## config.mk

```make
export PLATFORM = sky130hd
export DESIGN_NAME = sic_subsystem_interrupt_control
export DESIGN_NICKNAME = d
export VERILOG_FILES = /design/src/sic_pkg.sv /design/src/sic_subsystem_interrupt_control.sv
export SDC_FILE = /design/constraint.sdc
export NUM_CORES = 1
export LEC_CHECK = 0
export BUFFER_PORTS_ARGS = -buffer_cell sky130_fd_sc_hd__buf_2
export CORE_MARGIN = 5
export CORE_UTILIZATION = 49
export CTS_CLUSTER_SIZE = 14
export DETAILED_ROUTE_END_ITERATION = 12
export PLACE_DENSITY = 0.84
export SYNTH_ARGS = -nofsm -noshare
export SYNTH_HDL_FRONTEND = slang
export SYNTH_SLANG_ARGS = --single-unit
```

## constraint.sdc

```tcl
create_clock -name i_ref_clk -period 5.86 [get_ports i_ref_clk]
set_clock_uncertainty 0.1 [all_clocks]
set_input_delay 0 -clock i_ref_clk [delete_from_list [all_inputs] [get_ports i_ref_clk]]
set_output_delay 0 -clock i_ref_clk [all_outputs]
set_load 0.02 [all_outputs]
```

## src/sic_pkg.sv

```systemverilog
// Register map, field positions and reset values of the interrupt control block
package sic_pkg;

	// ==========================================================
	// Register offsets (byte addresses)
	localparam logic [15:0] SIC_OFF_SUBSYS     = 16'h8504;
	localparam logic [15:0] SIC_OFF_ADV_FUNC   = 16'h850c;
	localparam logic [15:0] SIC_OFF_LEGACY     = 16'h8510;
	localparam int          SIC_ADDR_W         = 16;

	// ==========================================================
	// Status word fields
	localparam int SIC_EV_VSYNC      = 0;
	localparam int SIC_EV_ENG_DONE   = 1;
	localparam int SIC_EV_CMD_OVF    = 2;
	localparam int SIC_EV_CMD_EMPTY  = 3;
	localparam int SIC_EV_HOST_DMA   = 4;
	localparam int SIC_EV_CMD_DMA    = 5;
	localparam int SIC_EV_RFIFO_EMP  = 6;
	localparam int SIC_EV_PERIPH     = 7;
	localparam int SIC_NUM_EV        = 8;
	localparam int SIC_NUM_CLR       = 7;
	localparam int SIC_ST_FREE_LSB   = 8;
	localparam int SIC_ST_FREE_W     = 5;
	localparam int SIC_ST_IDLE       = 13;

	// ==========================================================
	// Control word fields
	localparam int SIC_CT_HDMA_EN    = 7;
	localparam int SIC_CT_VSYNC_EN   = 8;
	localparam int SIC_CT_DONE_EN    = 9;
	localparam int SIC_CT_OVF_EN     = 10;
	localparam int SIC_CT_EMP_EN     = 11;
	localparam int SIC_CT_CDMA_EN    = 12;
	localparam int SIC_CT_RFIFO_EN   = 13;
	localparam int SIC_CT_RST_LSB    = 14;

	// Engine reset codes
	localparam logic [1:0] SIC_RST_KEEP   = 2'h0;
	localparam logic [1:0] SIC_RST_ENABLE = 2'h1;
	localparam logic [1:0] SIC_RST_HOLD   = 2'h2;

	// ==========================================================
	// Advanced function control fields
	localparam int SIC_AF_ENH        = 0;
	localparam int SIC_AF_DMA_RST    = 1;
	localparam int SIC_AF_LINEAR     = 4;
	localparam int SIC_AF_CMD_LSB    = 6;
	localparam int SIC_AF_CMD_W      = 4;

	// ==========================================================
	// Legacy control register fields
	localparam int SIC_LG_GLOBAL_EN  = 0;
	localparam int SIC_LG_ALT_RST    = 1;
	localparam int SIC_LG_ENH        = 2;
	localparam int SIC_LG_LINEAR     = 3;
	localparam int SIC_LG_PERIPH_EN  = 4;
	localparam int SIC_LG_PERIPH_CLR = 8;

	// ==========================================================
	// Reset values
	localparam logic [31:0] SIC_WORD_ZERO = 32'h0000_0000;
	localparam logic [7:0]  SIC_EV_ZERO   = 8'h00;

	// AHB encodings
	localparam logic [1:0] SIC_HTRANS_NONSEQ = 2'h2;
	localparam logic [2:0] SIC_HSIZE_WORD    = 3'h2;

	typedef enum logic [1:0] {
		SIC_ENG_RUN   = 2'b01,
		SIC_ENG_RESET = 2'b10
	} sic_eng_state_t;

endpackage : sic_pkg

```

## src/sic_subsystem_interrupt_control.sv

```systemverilog
// Subsystem interrupt status, clear, enable, engine reset and function control
//
// Local design decision: the AHB-Lite interface to the registers.
`timescale 1ns/1ps
module sic_subsystem_interrupt_control #(
	parameter int RENDER_FIFO_DEPTH = 16,
	parameter int CMD_FIFO_DEPTH    = 8
) (
	input  wire logic        i_ref_clk,
	input  wire logic        i_rst_n,
	// AHB-Lite slave
	input  wire logic        i_hsel,
	input  wire logic [31:0] i_haddr,
	input  wire logic [1:0]  i_htrans,
	input  wire logic        i_hwrite,
	input  wire logic [2:0]  i_hsize,
	input  wire logic        i_hready,
	input  wire logic [31:0] i_hwdata,
	output logic      [31:0] o_hrdata,
	output logic             o_hreadyout,
	output logic             o_hresp,
	// Event sources
	input  wire logic        i_vsync,
	input  wire logic        i_engine_busy,
	input  wire logic        i_cmd_fifo_overflow,
	input  wire logic        i_cmd_fifo_empty,
	input  wire logic        i_host_dma_done,
	input  wire logic        i_cmd_dma_done,
	input  wire logic        i_render_fifo_empty,
	input  wire logic        i_peripheral_bus_irq,
	input  wire logic [4:0]  i_render_fifo_free_count,
	input  wire logic [3:0]  i_cmd_fifo_free_count,
	// Controls
	output logic             o_irq,
	output logic             o_engine_reset,
	output logic             o_enhanced_mode_select,
	output logic             o_linear_addressing_enable,
	output logic             o_read_dma_pointer_reset
);

	// ==========================================================
	// Parameter check
	// Depths beyond the free-count field widths cannot be reported
	if (RENDER_FIFO_DEPTH < 1 || RENDER_FIFO_DEPTH > 31) begin : g_bad_render
		$error("render FIFO depth must fit the five-bit free count");
	end
	if (CMD_FIFO_DEPTH < 1 || CMD_FIFO_DEPTH > 15) begin : g_bad_cmd
		$error("command FIFO depth must fit the four-bit free count");
	end

	// ==========================================================
	// Address decode helper
	function automatic logic reg_hit(
		input logic [31:0] addr,
		input logic [15:0] offset
	);
		reg_hit = (addr[sic_pkg::SIC_ADDR_W-1:0] == offset);
	endfunction : reg_hit

	// Rising edge of a level against its value one clock earlier
	function automatic logic rise_of(
		input logic now_level,
		input logic last_level
	);
		rise_of = now_level & ~last_level;
	endfunction : rise_of

	// ==========================================================
	// Declarations
	logic                           vsync_meta_q;
	logic                           vsync_sync_q;
	logic                           vsync_prev_q;
	logic                           busy_prev_q;
	logic                           cmd_empty_prev_q;
	logic                           rfifo_empty_prev_q;
	logic [sic_pkg::SIC_NUM_EV-1:0] event_set;
	logic [sic_pkg::SIC_NUM_EV-1:0] event_clr;
	logic [sic_pkg::SIC_NUM_EV-1:0] status_q;
	logic [sic_pkg::SIC_NUM_EV-1:0] status_d;
	logic [sic_pkg::SIC_NUM_EV-1:0] enable_q;
	logic                           global_en_q;
	logic                           alt_reset_q;
	logic                           legacy_enh_q;
	logic                           legacy_linear_q;
	logic                           enh_q;
	logic                           dma_rst_q;
	logic                           linear_q;
	sic_pkg::sic_eng_state_t        eng_state_q;
	logic                           addr_ok;
	logic                           wr_pend_q;
	logic [31:0]                    wr_addr_q;
	logic                           wr_ctrl;
	logic                           wr_adv;
	logic                           wr_legacy;
	logic [31:0]                    status_word;
	logic [31:0]                    adv_word;
	logic [31:0]                    legacy_word;
	logic [31:0]                    rdata_d;
	logic [1:0]                     reset_code;
	logic [sic_pkg::SIC_ST_FREE_W-1:0] render_free;
	logic [sic_pkg::SIC_AF_CMD_W-1:0]  cmd_free;

	localparam logic [sic_pkg::SIC_ST_FREE_W-1:0] RENDER_FREE_MAX =
		RENDER_FIFO_DEPTH[sic_pkg::SIC_ST_FREE_W-1:0];
	localparam logic [sic_pkg::SIC_AF_CMD_W-1:0]  CMD_FREE_MAX    =
		CMD_FIFO_DEPTH[sic_pkg::SIC_AF_CMD_W-1:0];

	// ==========================================================
	// Vertical sync pin synchroniser and edge history
	// Only the second stage is read; the third keeps the edge history
	always_ff @(posedge i_ref_clk) begin
		if (!i_rst_n) begin
			vsync_meta_q <= 1'b0;
			vsync_sync_q <= 1'b0;
			vsync_prev_q <= 1'b0;
		end else begin
			vsync_meta_q <= i_vsync;
			vsync_sync_q <= vsync_meta_q;
			vsync_prev_q <= vsync_sync_q;
		end
	end

	// Empty inputs rest high, so their history starts high: a FIFO that is
	// already empty when reset ends is not an event
	always_ff @(posedge i_ref_clk) begin
		if (!i_rst_n) begin
			busy_prev_q        <= 1'b0;
			cmd_empty_prev_q   <= 1'b1;
			rfifo_empty_prev_q <= 1'b1;
		end else begin
			busy_prev_q        <= i_engine_busy;
			cmd_empty_prev_q   <= i_cmd_fifo_empty;
			rfifo_empty_prev_q <= i_render_fifo_empty;
		end
	end

	// ==========================================================
	// Event detection
	always_comb begin
		event_set = sic_pkg::SIC_EV_ZERO;
		event_set[sic_pkg::SIC_EV_VSYNC]     = rise_of(vsync_sync_q, vsync_prev_q);
		event_set[sic_pkg::SIC_EV_ENG_DONE]  = busy_prev_q & ~i_engine_busy;
		event_set[sic_pkg::SIC_EV_CMD_OVF]   = i_cmd_fifo_overflow;
		event_set[sic_pkg::SIC_EV_CMD_EMPTY] = rise_of(i_cmd_fifo_empty, cmd_empty_prev_q);
		event_set[sic_pkg::SIC_EV_HOST_DMA]  = i_host_dma_done;
		event_set[sic_pkg::SIC_EV_CMD_DMA]   = i_cmd_dma_done;
		event_set[sic_pkg::SIC_EV_RFIFO_EMP] = rise_of(i_render_fifo_empty, rfifo_empty_prev_q);
		event_set[sic_pkg::SIC_EV_PERIPH]    = i_peripheral_bus_irq;
	end

	// ==========================================================
	// Free counts, held to the FIFO depths
	// A source that glitches past its depth must not report slots that do
	// not exist, or software would overrun the FIFO.
	always_comb begin
		render_free = i_render_fifo_free_count;
		if (i_render_fifo_free_count > RENDER_FREE_MAX) begin
			render_free = RENDER_FREE_MAX;
		end
		cmd_free = i_cmd_fifo_free_count;
		if (i_cmd_fifo_free_count > CMD_FREE_MAX) begin
			cmd_free = CMD_FREE_MAX;
		end
	end

	// ==========================================================
	// AHB-Lite access decode
	assign addr_ok = i_hsel & i_hready & (i_htrans == sic_pkg::SIC_HTRANS_NONSEQ)
		& (i_hsize == sic_pkg::SIC_HSIZE_WORD);

	// Address is held over for the data phase, where hwdata is valid

	always_ff @(posedge i_ref_clk) begin
		if (!i_rst_n) begin
			wr_pend_q <= 1'b0;
			wr_addr_q <= sic_pkg::SIC_WORD_ZERO;
		end else begin
			wr_pend_q <= addr_ok & i_hwrite;
			wr_addr_q <= i_haddr;
		end
	end

	assign wr_ctrl   = wr_pend_q & reg_hit(wr_addr_q, sic_pkg::SIC_OFF_SUBSYS);
	assign wr_adv    = wr_pend_q & reg_hit(wr_addr_q, sic_pkg::SIC_OFF_ADV_FUNC);
	assign wr_legacy = wr_pend_q & reg_hit(wr_addr_q, sic_pkg::SIC_OFF_LEGACY);

	// ==========================================================
	// Sticky status flags
	always_comb begin
		event_clr = sic_pkg::SIC_EV_ZERO;
		if (wr_ctrl) begin
			event_clr[sic_pkg::SIC_NUM_CLR-1:0] = i_hwdata[sic_pkg::SIC_NUM_CLR-1:0];
		end
		if (wr_legacy) begin
			event_clr[sic_pkg::SIC_EV_PERIPH] = i_hwdata[sic_pkg::SIC_LG_PERIPH_CLR];
		end
		// An event in the cycle of its clear wins, so no event is lost
		status_d = (status_q & ~event_clr) | event_set;
	end

	always_ff @(posedge i_ref_clk) begin
		if (!i_rst_n) begin
			status_q <= sic_pkg::SIC_EV_ZERO;
		end else begin
			status_q <= status_d;
		end
	end

	// ==========================================================
	// Interrupt enables from the control word; the peripheral enable from the legacy register
	// The control word is write-only: enables do not read back there
	always_ff @(posedge i_ref_clk) begin
		if (!i_rst_n) begin
			enable_q <= sic_pkg::SIC_EV_ZERO;
		end else begin
			if (wr_ctrl) begin
				enable_q[sic_pkg::SIC_EV_HOST_DMA]  <= i_hwdata[sic_pkg::SIC_CT_HDMA_EN];
				enable_q[sic_pkg::SIC_EV_VSYNC]     <= i_hwdata[sic_pkg::SIC_CT_VSYNC_EN];
				enable_q[sic_pkg::SIC_EV_ENG_DONE]  <= i_hwdata[sic_pkg::SIC_CT_DONE_EN];
				enable_q[sic_pkg::SIC_EV_CMD_OVF]   <= i_hwdata[sic_pkg::SIC_CT_OVF_EN];
				enable_q[sic_pkg::SIC_EV_CMD_EMPTY] <= i_hwdata[sic_pkg::SIC_CT_EMP_EN];
				enable_q[sic_pkg::SIC_EV_CMD_DMA]   <= i_hwdata[sic_pkg::SIC_CT_CDMA_EN];
				enable_q[sic_pkg::SIC_EV_RFIFO_EMP] <= i_hwdata[sic_pkg::SIC_CT_RFIFO_EN];
			end
			if (wr_legacy) begin
				enable_q[sic_pkg::SIC_EV_PERIPH] <= i_hwdata[sic_pkg::SIC_LG_PERIPH_EN];
			end
		end
	end

	// ==========================================================
	// Legacy control bits
	always_ff @(posedge i_ref_clk) begin
		if (!i_rst_n) begin
			global_en_q     <= 1'b0;
			alt_reset_q     <= 1'b0;
			legacy_enh_q    <= 1'b0;
			legacy_linear_q <= 1'b0;
		end else if (wr_legacy) begin
			global_en_q     <= i_hwdata[sic_pkg::SIC_LG_GLOBAL_EN];
			alt_reset_q     <= i_hwdata[sic_pkg::SIC_LG_ALT_RST];
			legacy_enh_q    <= i_hwdata[sic_pkg::SIC_LG_ENH];
			legacy_linear_q <= i_hwdata[sic_pkg::SIC_LG_LINEAR];
		end
	end

	// ==========================================================
	// Advanced function control
	always_ff @(posedge i_ref_clk) begin
		if (!i_rst_n) begin
			enh_q     <= 1'b0;
			dma_rst_q <= 1'b0;
			linear_q  <= 1'b0;
		end else if (wr_adv) begin
			enh_q     <= i_hwdata[sic_pkg::SIC_AF_ENH];
			dma_rst_q <= i_hwdata[sic_pkg::SIC_AF_DMA_RST];
			linear_q  <= i_hwdata[sic_pkg::SIC_AF_LINEAR];
		end
	end

	// ==========================================================
	// Engine software reset
	// Codes 00 and 11 leave the state alone; the alternate reset is a level
	// ORed in at the output, so clearing it releases the engine unless code 10 still holds it
	assign reset_code = i_hwdata[sic_pkg::SIC_CT_RST_LSB +: 2];

	always_ff @(posedge i_ref_clk) begin
		if (!i_rst_n) begin
			eng_state_q <= sic_pkg::SIC_ENG_RUN;
		end else begin
			case (eng_state_q)
				sic_pkg::SIC_ENG_RUN: begin
					if (wr_ctrl && reset_code == sic_pkg::SIC_RST_HOLD) begin
						eng_state_q <= sic_pkg::SIC_ENG_RESET;
					end
				end
				sic_pkg::SIC_ENG_RESET: begin
					if (wr_ctrl && reset_code == sic_pkg::SIC_RST_ENABLE) begin
						eng_state_q <= sic_pkg::SIC_ENG_RUN;
					end
				end
				default: begin
					eng_state_q <= sic_pkg::SIC_ENG_RUN;
				end
			endcase
		end
	end

	// ==========================================================
	// Read data, captured in the address phase
	// Zero wait states: the word stands for the data phase only, zero otherwise
	always_comb begin
		status_word = sic_pkg::SIC_WORD_ZERO;
		status_word[sic_pkg::SIC_NUM_EV-1:0] = status_q;
		status_word[sic_pkg::SIC_ST_FREE_LSB +: sic_pkg::SIC_ST_FREE_W] =
			render_free;
		status_word[sic_pkg::SIC_ST_IDLE] = ~i_engine_busy;
		adv_word = sic_pkg::SIC_WORD_ZERO;
		adv_word[sic_pkg::SIC_AF_ENH]     = enh_q;
		adv_word[sic_pkg::SIC_AF_DMA_RST] = dma_rst_q;
		adv_word[sic_pkg::SIC_AF_LINEAR]  = linear_q;
		adv_word[sic_pkg::SIC_AF_CMD_LSB +: sic_pkg::SIC_AF_CMD_W] =
			cmd_free;
		legacy_word = sic_pkg::SIC_WORD_ZERO;
		legacy_word[sic_pkg::SIC_LG_GLOBAL_EN] = global_en_q;
		legacy_word[sic_pkg::SIC_LG_ALT_RST]   = alt_reset_q;
		legacy_word[sic_pkg::SIC_LG_ENH]       = legacy_enh_q;
		legacy_word[sic_pkg::SIC_LG_LINEAR]    = legacy_linear_q;
		legacy_word[sic_pkg::SIC_LG_PERIPH_EN] = enable_q[sic_pkg::SIC_EV_PERIPH];
		rdata_d = sic_pkg::SIC_WORD_ZERO;
		if (addr_ok && !i_hwrite) begin
			if (reg_hit(i_haddr, sic_pkg::SIC_OFF_SUBSYS)) begin
				rdata_d = status_word;
			end else if (reg_hit(i_haddr, sic_pkg::SIC_OFF_ADV_FUNC)) begin
				rdata_d = adv_word;
			end else if (reg_hit(i_haddr, sic_pkg::SIC_OFF_LEGACY)) begin
				rdata_d = legacy_word;
			end
		end
	end

	always_ff @(posedge i_ref_clk) begin
		if (!i_rst_n) begin
			o_hrdata    <= sic_pkg::SIC_WORD_ZERO;
			o_hreadyout <= 1'b1;
			o_hresp     <= 1'b0;
		end else begin
			o_hrdata    <= rdata_d;
			o_hreadyout <= 1'b1;
			o_hresp     <= 1'b0;
		end
	end

	// ==========================================================
	// Registered outputs
	// The interrupt follows its flag by one cycle so that it leaves a flip-flop
	always_ff @(posedge i_ref_clk) begin
		if (!i_rst_n) begin
			o_irq <= 1'b0;
		end else begin
			o_irq <= global_en_q & (|(status_q & enable_q));
		end
	end

	always_ff @(posedge i_ref_clk) begin
		if (!i_rst_n) begin
			o_engine_reset             <= 1'b0;
			o_enhanced_mode_select     <= 1'b0;
			o_linear_addressing_enable <= 1'b0;
			o_read_dma_pointer_reset   <= 1'b0;
		end else begin
			o_engine_reset <= (eng_state_q == sic_pkg::SIC_ENG_RESET)
				| alt_reset_q;
			o_enhanced_mode_select     <= enh_q | legacy_enh_q;
			o_linear_addressing_enable <= linear_q | legacy_linear_q;
			o_read_dma_pointer_reset   <= dma_rst_q;
		end
	end

endmodule : sic_subsystem_interrupt_control

```

==> results of run 1 <==
-- sequential cells by signal (all words and copies together) (netlist names), 2 cells and up --
signal / cells
status_q: 8
eng_state_q: 2
o_hrdata: 14
enable_q: 8
wr_addr_q: 16
-- worst max-delay path by stage --
stage                      to  slack (ns)
2_1_floorplan  eng_state_q[1]        4.00
3_3_place_gp      status_q[0]        3.75
3_5_place_dp      status_q[0]        3.69
4_1_cts        eng_state_q[0]        3.23
5_1_grt        eng_state_q[0]        3.00
6_report       eng_state_q[0]        3.19
-- cells by family after synthesis --
family | Yosys count | synth area share
AOI/OAI and AO/OA | 62 | 0.132
DFF | 67 | 0.496
buffers and inverters | 39 | 0.0856
and+or+nand+nor | 113 | 0.283
other | 2 | 0.00278
-- critical path: cells and delay by family (launching register included) --
kind | cells | cell delay, ns
compound gates | 1 | 0.07
buf+inv | 1 | 0.60
flops | 1 | 0.31
simple gates | 3 | 1.45
-- layout make-up --
type	instances	share of cell area
clock inverters	4	0.0187
flip-flops and latches	67	0.346
repair buffers	137	0.254
inverters	7	0.00678
well taps	72	0.0232
multi-input cells	195	0.311
clock buffers	12	0.0400
-- per-stage QoR --
stage               cell area, sq um  utilization  power (mW)  hold slack [ns]  setup slack, ns
floorplan                       2770            -       0.529          -0.0233             4.00
global placement                3050        0.560       0.548           0.0920             3.75
detailed placement              3050        0.560       0.550           0.0925             3.69
CTS                             3870        0.712        1.00         0.000360             3.23
global route                    3870        0.712        1.04           0.0139             3.00
finish                          3870        0.712        1.00           0.0118             3.19
-- repair_timing --
item / 4_1_cts / 5_1_grt
hold endpoints to repair: 59 / 0
hold buffers: 60 / 0
gates resized for setup: 0 / 0
-- routing by layer --
metal  up-vias  track usage
met2       139        0.374
li1       1231            -
met5         -            0
met4         0        0.113
met1      1177        0.238
met3        31       0.0687
-- power breakdown --
group | total (mW) | leakage [nW] | switching [mW] | internal, mW
combinational | 0.0970 | 0.981 | 0.0460 | 0.0510
clock | 0.431 | 0.113 | 0.169 | 0.262
sequential | 0.474 | 0.547 | 0.00732 | 0.467
-- cells in the mapped netlist (2+ instances only) --
library cell	instances
and2_1	21
and2_2	2
nor3_1	3
conb_1	2
nor2b_1	2
nor4_1	2
a31oi_1	3
clkbuf_1	9
dfxtp_1	67
a221oi_1	3
o21ai_0	22
nand3_1	25
buf_2	2
nand2b_1	11
buf_4	20
nor2_1	12
a22oi_1	4
nor4b_1	4
nand4_1	3
a21oi_1	24
nor3b_1	3
inv_1	7
nand4b_1	3
nand3b_1	4
nand2_1	3
==> impl_metrics.ini, run 1 <==
[floorplanning]
dieArea_sq_um = 7100
start_util = 0.497
die_h_microns = 84.3
core_area_sq_um = 5440
rows = 27
ios = 130
die_w_microns = 84.3

[place]
dpl.hpwl_microns = 4650
port_buffers = 77
place_inst = 418
gp_congestion = 0.810

[routing]
dr_total_vias = 2578
first_pass_iters = 5
wl_microns = 7510
first_iter_violations = 280
dr_wl_met3_microns = 635
top_layer = met4
met1Wirelength_microns = 2790
via_per_inst = 5.22
wl_met2_microns = 3780
postRouteAntennaNets = 0
post-route-drc-count = 0
wl_per_cell_microns = 15.2

[clock_network]
cts_buffers = 9
postCtsSetupBuffers = 0
clk_latency_ns = 0.34
clk_pin_slew_worst_paths_ns = 0.07
root_buffer = clkbuf_8
cts_tree = done
cts_htree_levels = 3
cts.sink_count = 67
clk_path_buf_depth = 2

[worst_setup_path]
r2r_cells = 5
worst-endpoint-arrival_ns = 2.77
crit_path_start_kind = flop
critPathMaxFanout = 10
worstPathRequired_ns = 5.96
crit_slowest_cell = nor4_2
path_cells = nor4_2 -> nand2_1 -> nor4_1 -> dlygate4sd3_1 -> o21ai_1
slowest_delay_ns = 0.63
end_kind = flop
r2r_setup_slack_ns = 3.19
critPathKind = flop to flop
crit_start = wr_addr_q[5]
rr_endpoint = eng_state_q[0]
worstReg2RegStart = wr_addr_q[5]

[sta]
slew_viol_final = 0
rsz0062_at_grt = false
final-setup-viol-count = 0
slew_headroom = 0.188
tns_ns = 0
layout_min_cycle_time_ns = 2.67
tightest_slew_ns = 1.21
hold_violations = 0
fin_crit_sh = 0.456
max_freq_mhz = 374

[worst_hold_path]
min-delay-start = i_hwdata[15]
hp-class = input port to flop
holdPathEnd = eng_state_q[1]
hold_path_depth = 4

[pwr]
ir_drop_v = 0.000193
p_leak_nw = 1.64
p_per_area_nw_per_um2 = 258

[synthesis]
synth_seq_cells = 67
yosysSeqAreaShare = 0.496
synth_area_per_cell_sq_um = 9.55
ys_types = 47
netlist.area_leader.share = 0.496
synth_edf_count = 0
syn_area_sq_um = 2700
netlist_instances = 283
synth_warnings = 0
synth-main-ff-cell = dfxtp_1
synth_top_area_cell = dfxtp_1
synth_area_leaders = dfxtp_1 50%, buf_4 5.6%, and2_1 4.9%
synthArstFlopShare = 0

[layout]
syn_to_final_growth_pct = 43.4
num-nets-final = 508
drive_above_1_share = 0.246
sequential_cell_area_sq_um = 1340
num-fill-cells = 418
multi_input_area_sq_um = 1200
final_cell_mix = 77 x buf_2, 67 x dfxtp_1, 60 x dlygate4sd3_1
n_antenna_cell = 0
layout_commonest_cell = buf_2
stdcell_count = 494

[grt]
track_usage = 0.217
antenna_found_initial = 0
grt.overflow.total = 0
grt_pass1_wl_microns = 12200
grt_max_degree = 34
grt_pass1_vias = 2626

[job]
maxCapViolations = 0

[status]
status = finished, final reports clean
Note: power is estimated with default switching activity, not from simulation.
==> run 2: changes to the inputs <==
CORE_UTILIZATION = 41   (was 49)
PLACE_DENSITY = 0.75   (was 0.84)
clock period = 2.37 ns   (was 5.86 ns; I/O delays follow)
==> run 2 against run 1 <==
  * Global-route usage down 3.6 points
  * First-iteration DRC count down 28%
  * Non-clock buffer count up 3
  * Flip-flop and latch count unchanged
  * Sequential power up 150%
  * Critical endpoint is now status_q[2]
  * Combinational power up 150%
  * Maximum frequency up 19%
==> impl_metrics.ini, run 2 (synthesis results as in run 1) <==
[worst_hold_path]
hp-class = input port to flop
holdPathEnd = cmd_empty_prev_q
hold_path_depth = 3
min-delay-start = i_rst_n

[layout]
num-fill-cells = 557
layout_commonest_cell = buf_2
num-nets-final = 511
multi_input_area_sq_um = 1220
drive_above_1_share = 0.264
fin_util = 0.604
final_cell_mix = 78 x buf_2, 67 x dfxtp_1, 55 x dlygate4sd3_1
syn_to_final_growth_pct = 42.6
top_regs = wr_addr_q (16), o_hrdata (14)
final_cell_area_sq_um = 3850
n_antenna_cell = 0
regMostFlops = wr_addr_q
largest_register_ffs = 16
sequential_cell_area_sq_um = 1340

[sta]
max_freq_mhz = 445
slew_headroom = 0.547
layout_min_cycle_time_ns = 2.25
rsz0062_at_grt = true
final-setup-viol-count = 0
hold_violations = 0
fin_crit_sh = 0.948
slew_viol_final = 0
tightest_slew_ns = 0.679

[clock_network]
cts_buffers = 9
cts_tree = done
clk_path_buf_depth = 2
clk_pin_slew_worst_paths_ns = 0.07
cts_htree_levels = 3
cts.sink_count = 67
root_buffer = clkbuf_8
clk_latency_ns = 0.34

[routing]
post-route-drc-count = 0
first_pass_iters = 5
via_per_inst = 4.99
postRouteAntennaNets = 0
dr_total_vias = 2504
wl_microns = 7480
wl_per_cell_microns = 14.9
first_iter_violations = 201

[place]
placed_area_sq_um = 3070
gp_congestion = 0.917
dpl.hpwl_microns = 4740
port_buffers = 77

[grt]
grt_pass1_wl_microns = 12100
grt_pass1_vias = 2551
track_usage = 0.181
grt_max_degree = 33
grt.overflow.total = 0
antenna_found_initial = 0

[worst_setup_path]
worstReg2RegStart = wr_addr_q[1]
end_kind = flop
crit_path_start_kind = flop
crit_slowest_cell = or4_4
critPathKind = flop to flop
r2r_cells = 5
critPathMaxFanout = 8
worstPathRequired_ns = 2.49
path_cells = or2_2 -> or4_4 -> nor2_2 -> a31oi_1 -> dlygate4sd3_1
r2r_setup_slack_ns = 0.12
rr_endpoint = status_q[2]
worst-endpoint-arrival_ns = 2.37
slowest_delay_ns = 0.60

[pwr]
ir_drop_v = 0.000358
p_per_area_nw_per_um2 = 583
p_leak_nw = 1.64

[job]
maxCapViolations = 0

[floorplanning]
die_h_microns = 91.2
core_area_sq_um = 6390
die_w_microns = 91.2
ios = 130
dieArea_sq_um = 8320
start_util = 0.423
rows = 29

[status]
status = finished, final reports clean
-- run 2: cell types whose count changed in the layout (fill, tap and decap cells not counted), sizes merged --
cell	delta
buf	+8
bufinv	-2
clkbuf	+2
clkinv	+1
clkinvlp	-1
dlygate4sd3	-5
-- run 2: worst max path at each step --
stage                  startpoint             end  slack [ns]  cells past startpoint
finish               wr_addr_q[1]     status_q[2]        0.12                      5
global route          i_haddr[11]    o_hrdata[13]      -0.001                      7
CTS                    i_haddr[5]    o_hrdata[13]        0.02                      7
detailed placement  wr_addr_q[14]  eng_state_q[1]        0.44                      4
global placement    wr_addr_q[14]  eng_state_q[1]        0.45                      4
floorplan           wr_addr_q[14]  eng_state_q[1]        0.51                      5
-- run 2: layer usage --
layer / vias to the layer above / wire length, microns / global-route usage
met5: - / 0 / 0
met4: 0 / 72 / 0.0550
met3: 8 / 469 / 0.0579
met2: 91 / 3870 / 0.325
met1: 1172 / 3070 / 0.205
li1: 1233 / - / -
-- run 2: report_power, final --
| group | total [mW] | internal [mW] | switching (mW) |
|---|---|---|---|
| clock network | 0.832 | 0.435 | 0.397 |
| logic | 0.242 | 0.128 | 0.114 |
| registers | 1.17 | 1.15 | 0.0180 |
-- run 2: cell type report --
cell class | count | area share
clock buffers | 14 | 0.0422
repair buffers | 140 | 0.258
well taps | 77 | 0.0250
multi-input cells | 195 | 0.318
flip-flops and latches | 67 | 0.348
inverters | 7 | 0.00682
clock inverters | 2 | 0.00260
-- run 2: per-stage QoR --
step           setup slack, ns  setup TNS [ns]  cells  hold slack [ns]  total power [mW]
4_1_cts                 0.0192               0    498          0.00369              2.26
2_1_floorplan            0.513               0    301          -0.0233              1.31
6_report                 0.123               0    502           0.0178              2.25
5_1_grt              -0.000971       -0.000971    502           0.0338              2.34
3_5_place_dp             0.438               0    426           0.0973              1.36
3_3_place_gp             0.451               0    426           0.0888              1.36
-- run 2: critical path, delay by kind of cell (launching register included) --
family,cells,cell delay (ns)
and+or+nand+nor,3,1.08
buffers and inverters,1,0.56
AOI/OAI and AO/OA,1,0.10
DFF,1,0.29
-- run 2: what timing repair did --
| item | 4_1_cts | 5_1_grt |
|---|---|---|
| endpoints found under the setup margin | 0 | 7 |
| endpoints found under the hold margin | 59 | 0 |
| hold buffers | 56 | 0 |
| buffers inserted | 0 | 5 |
| resized for setup | 0 | 5 |
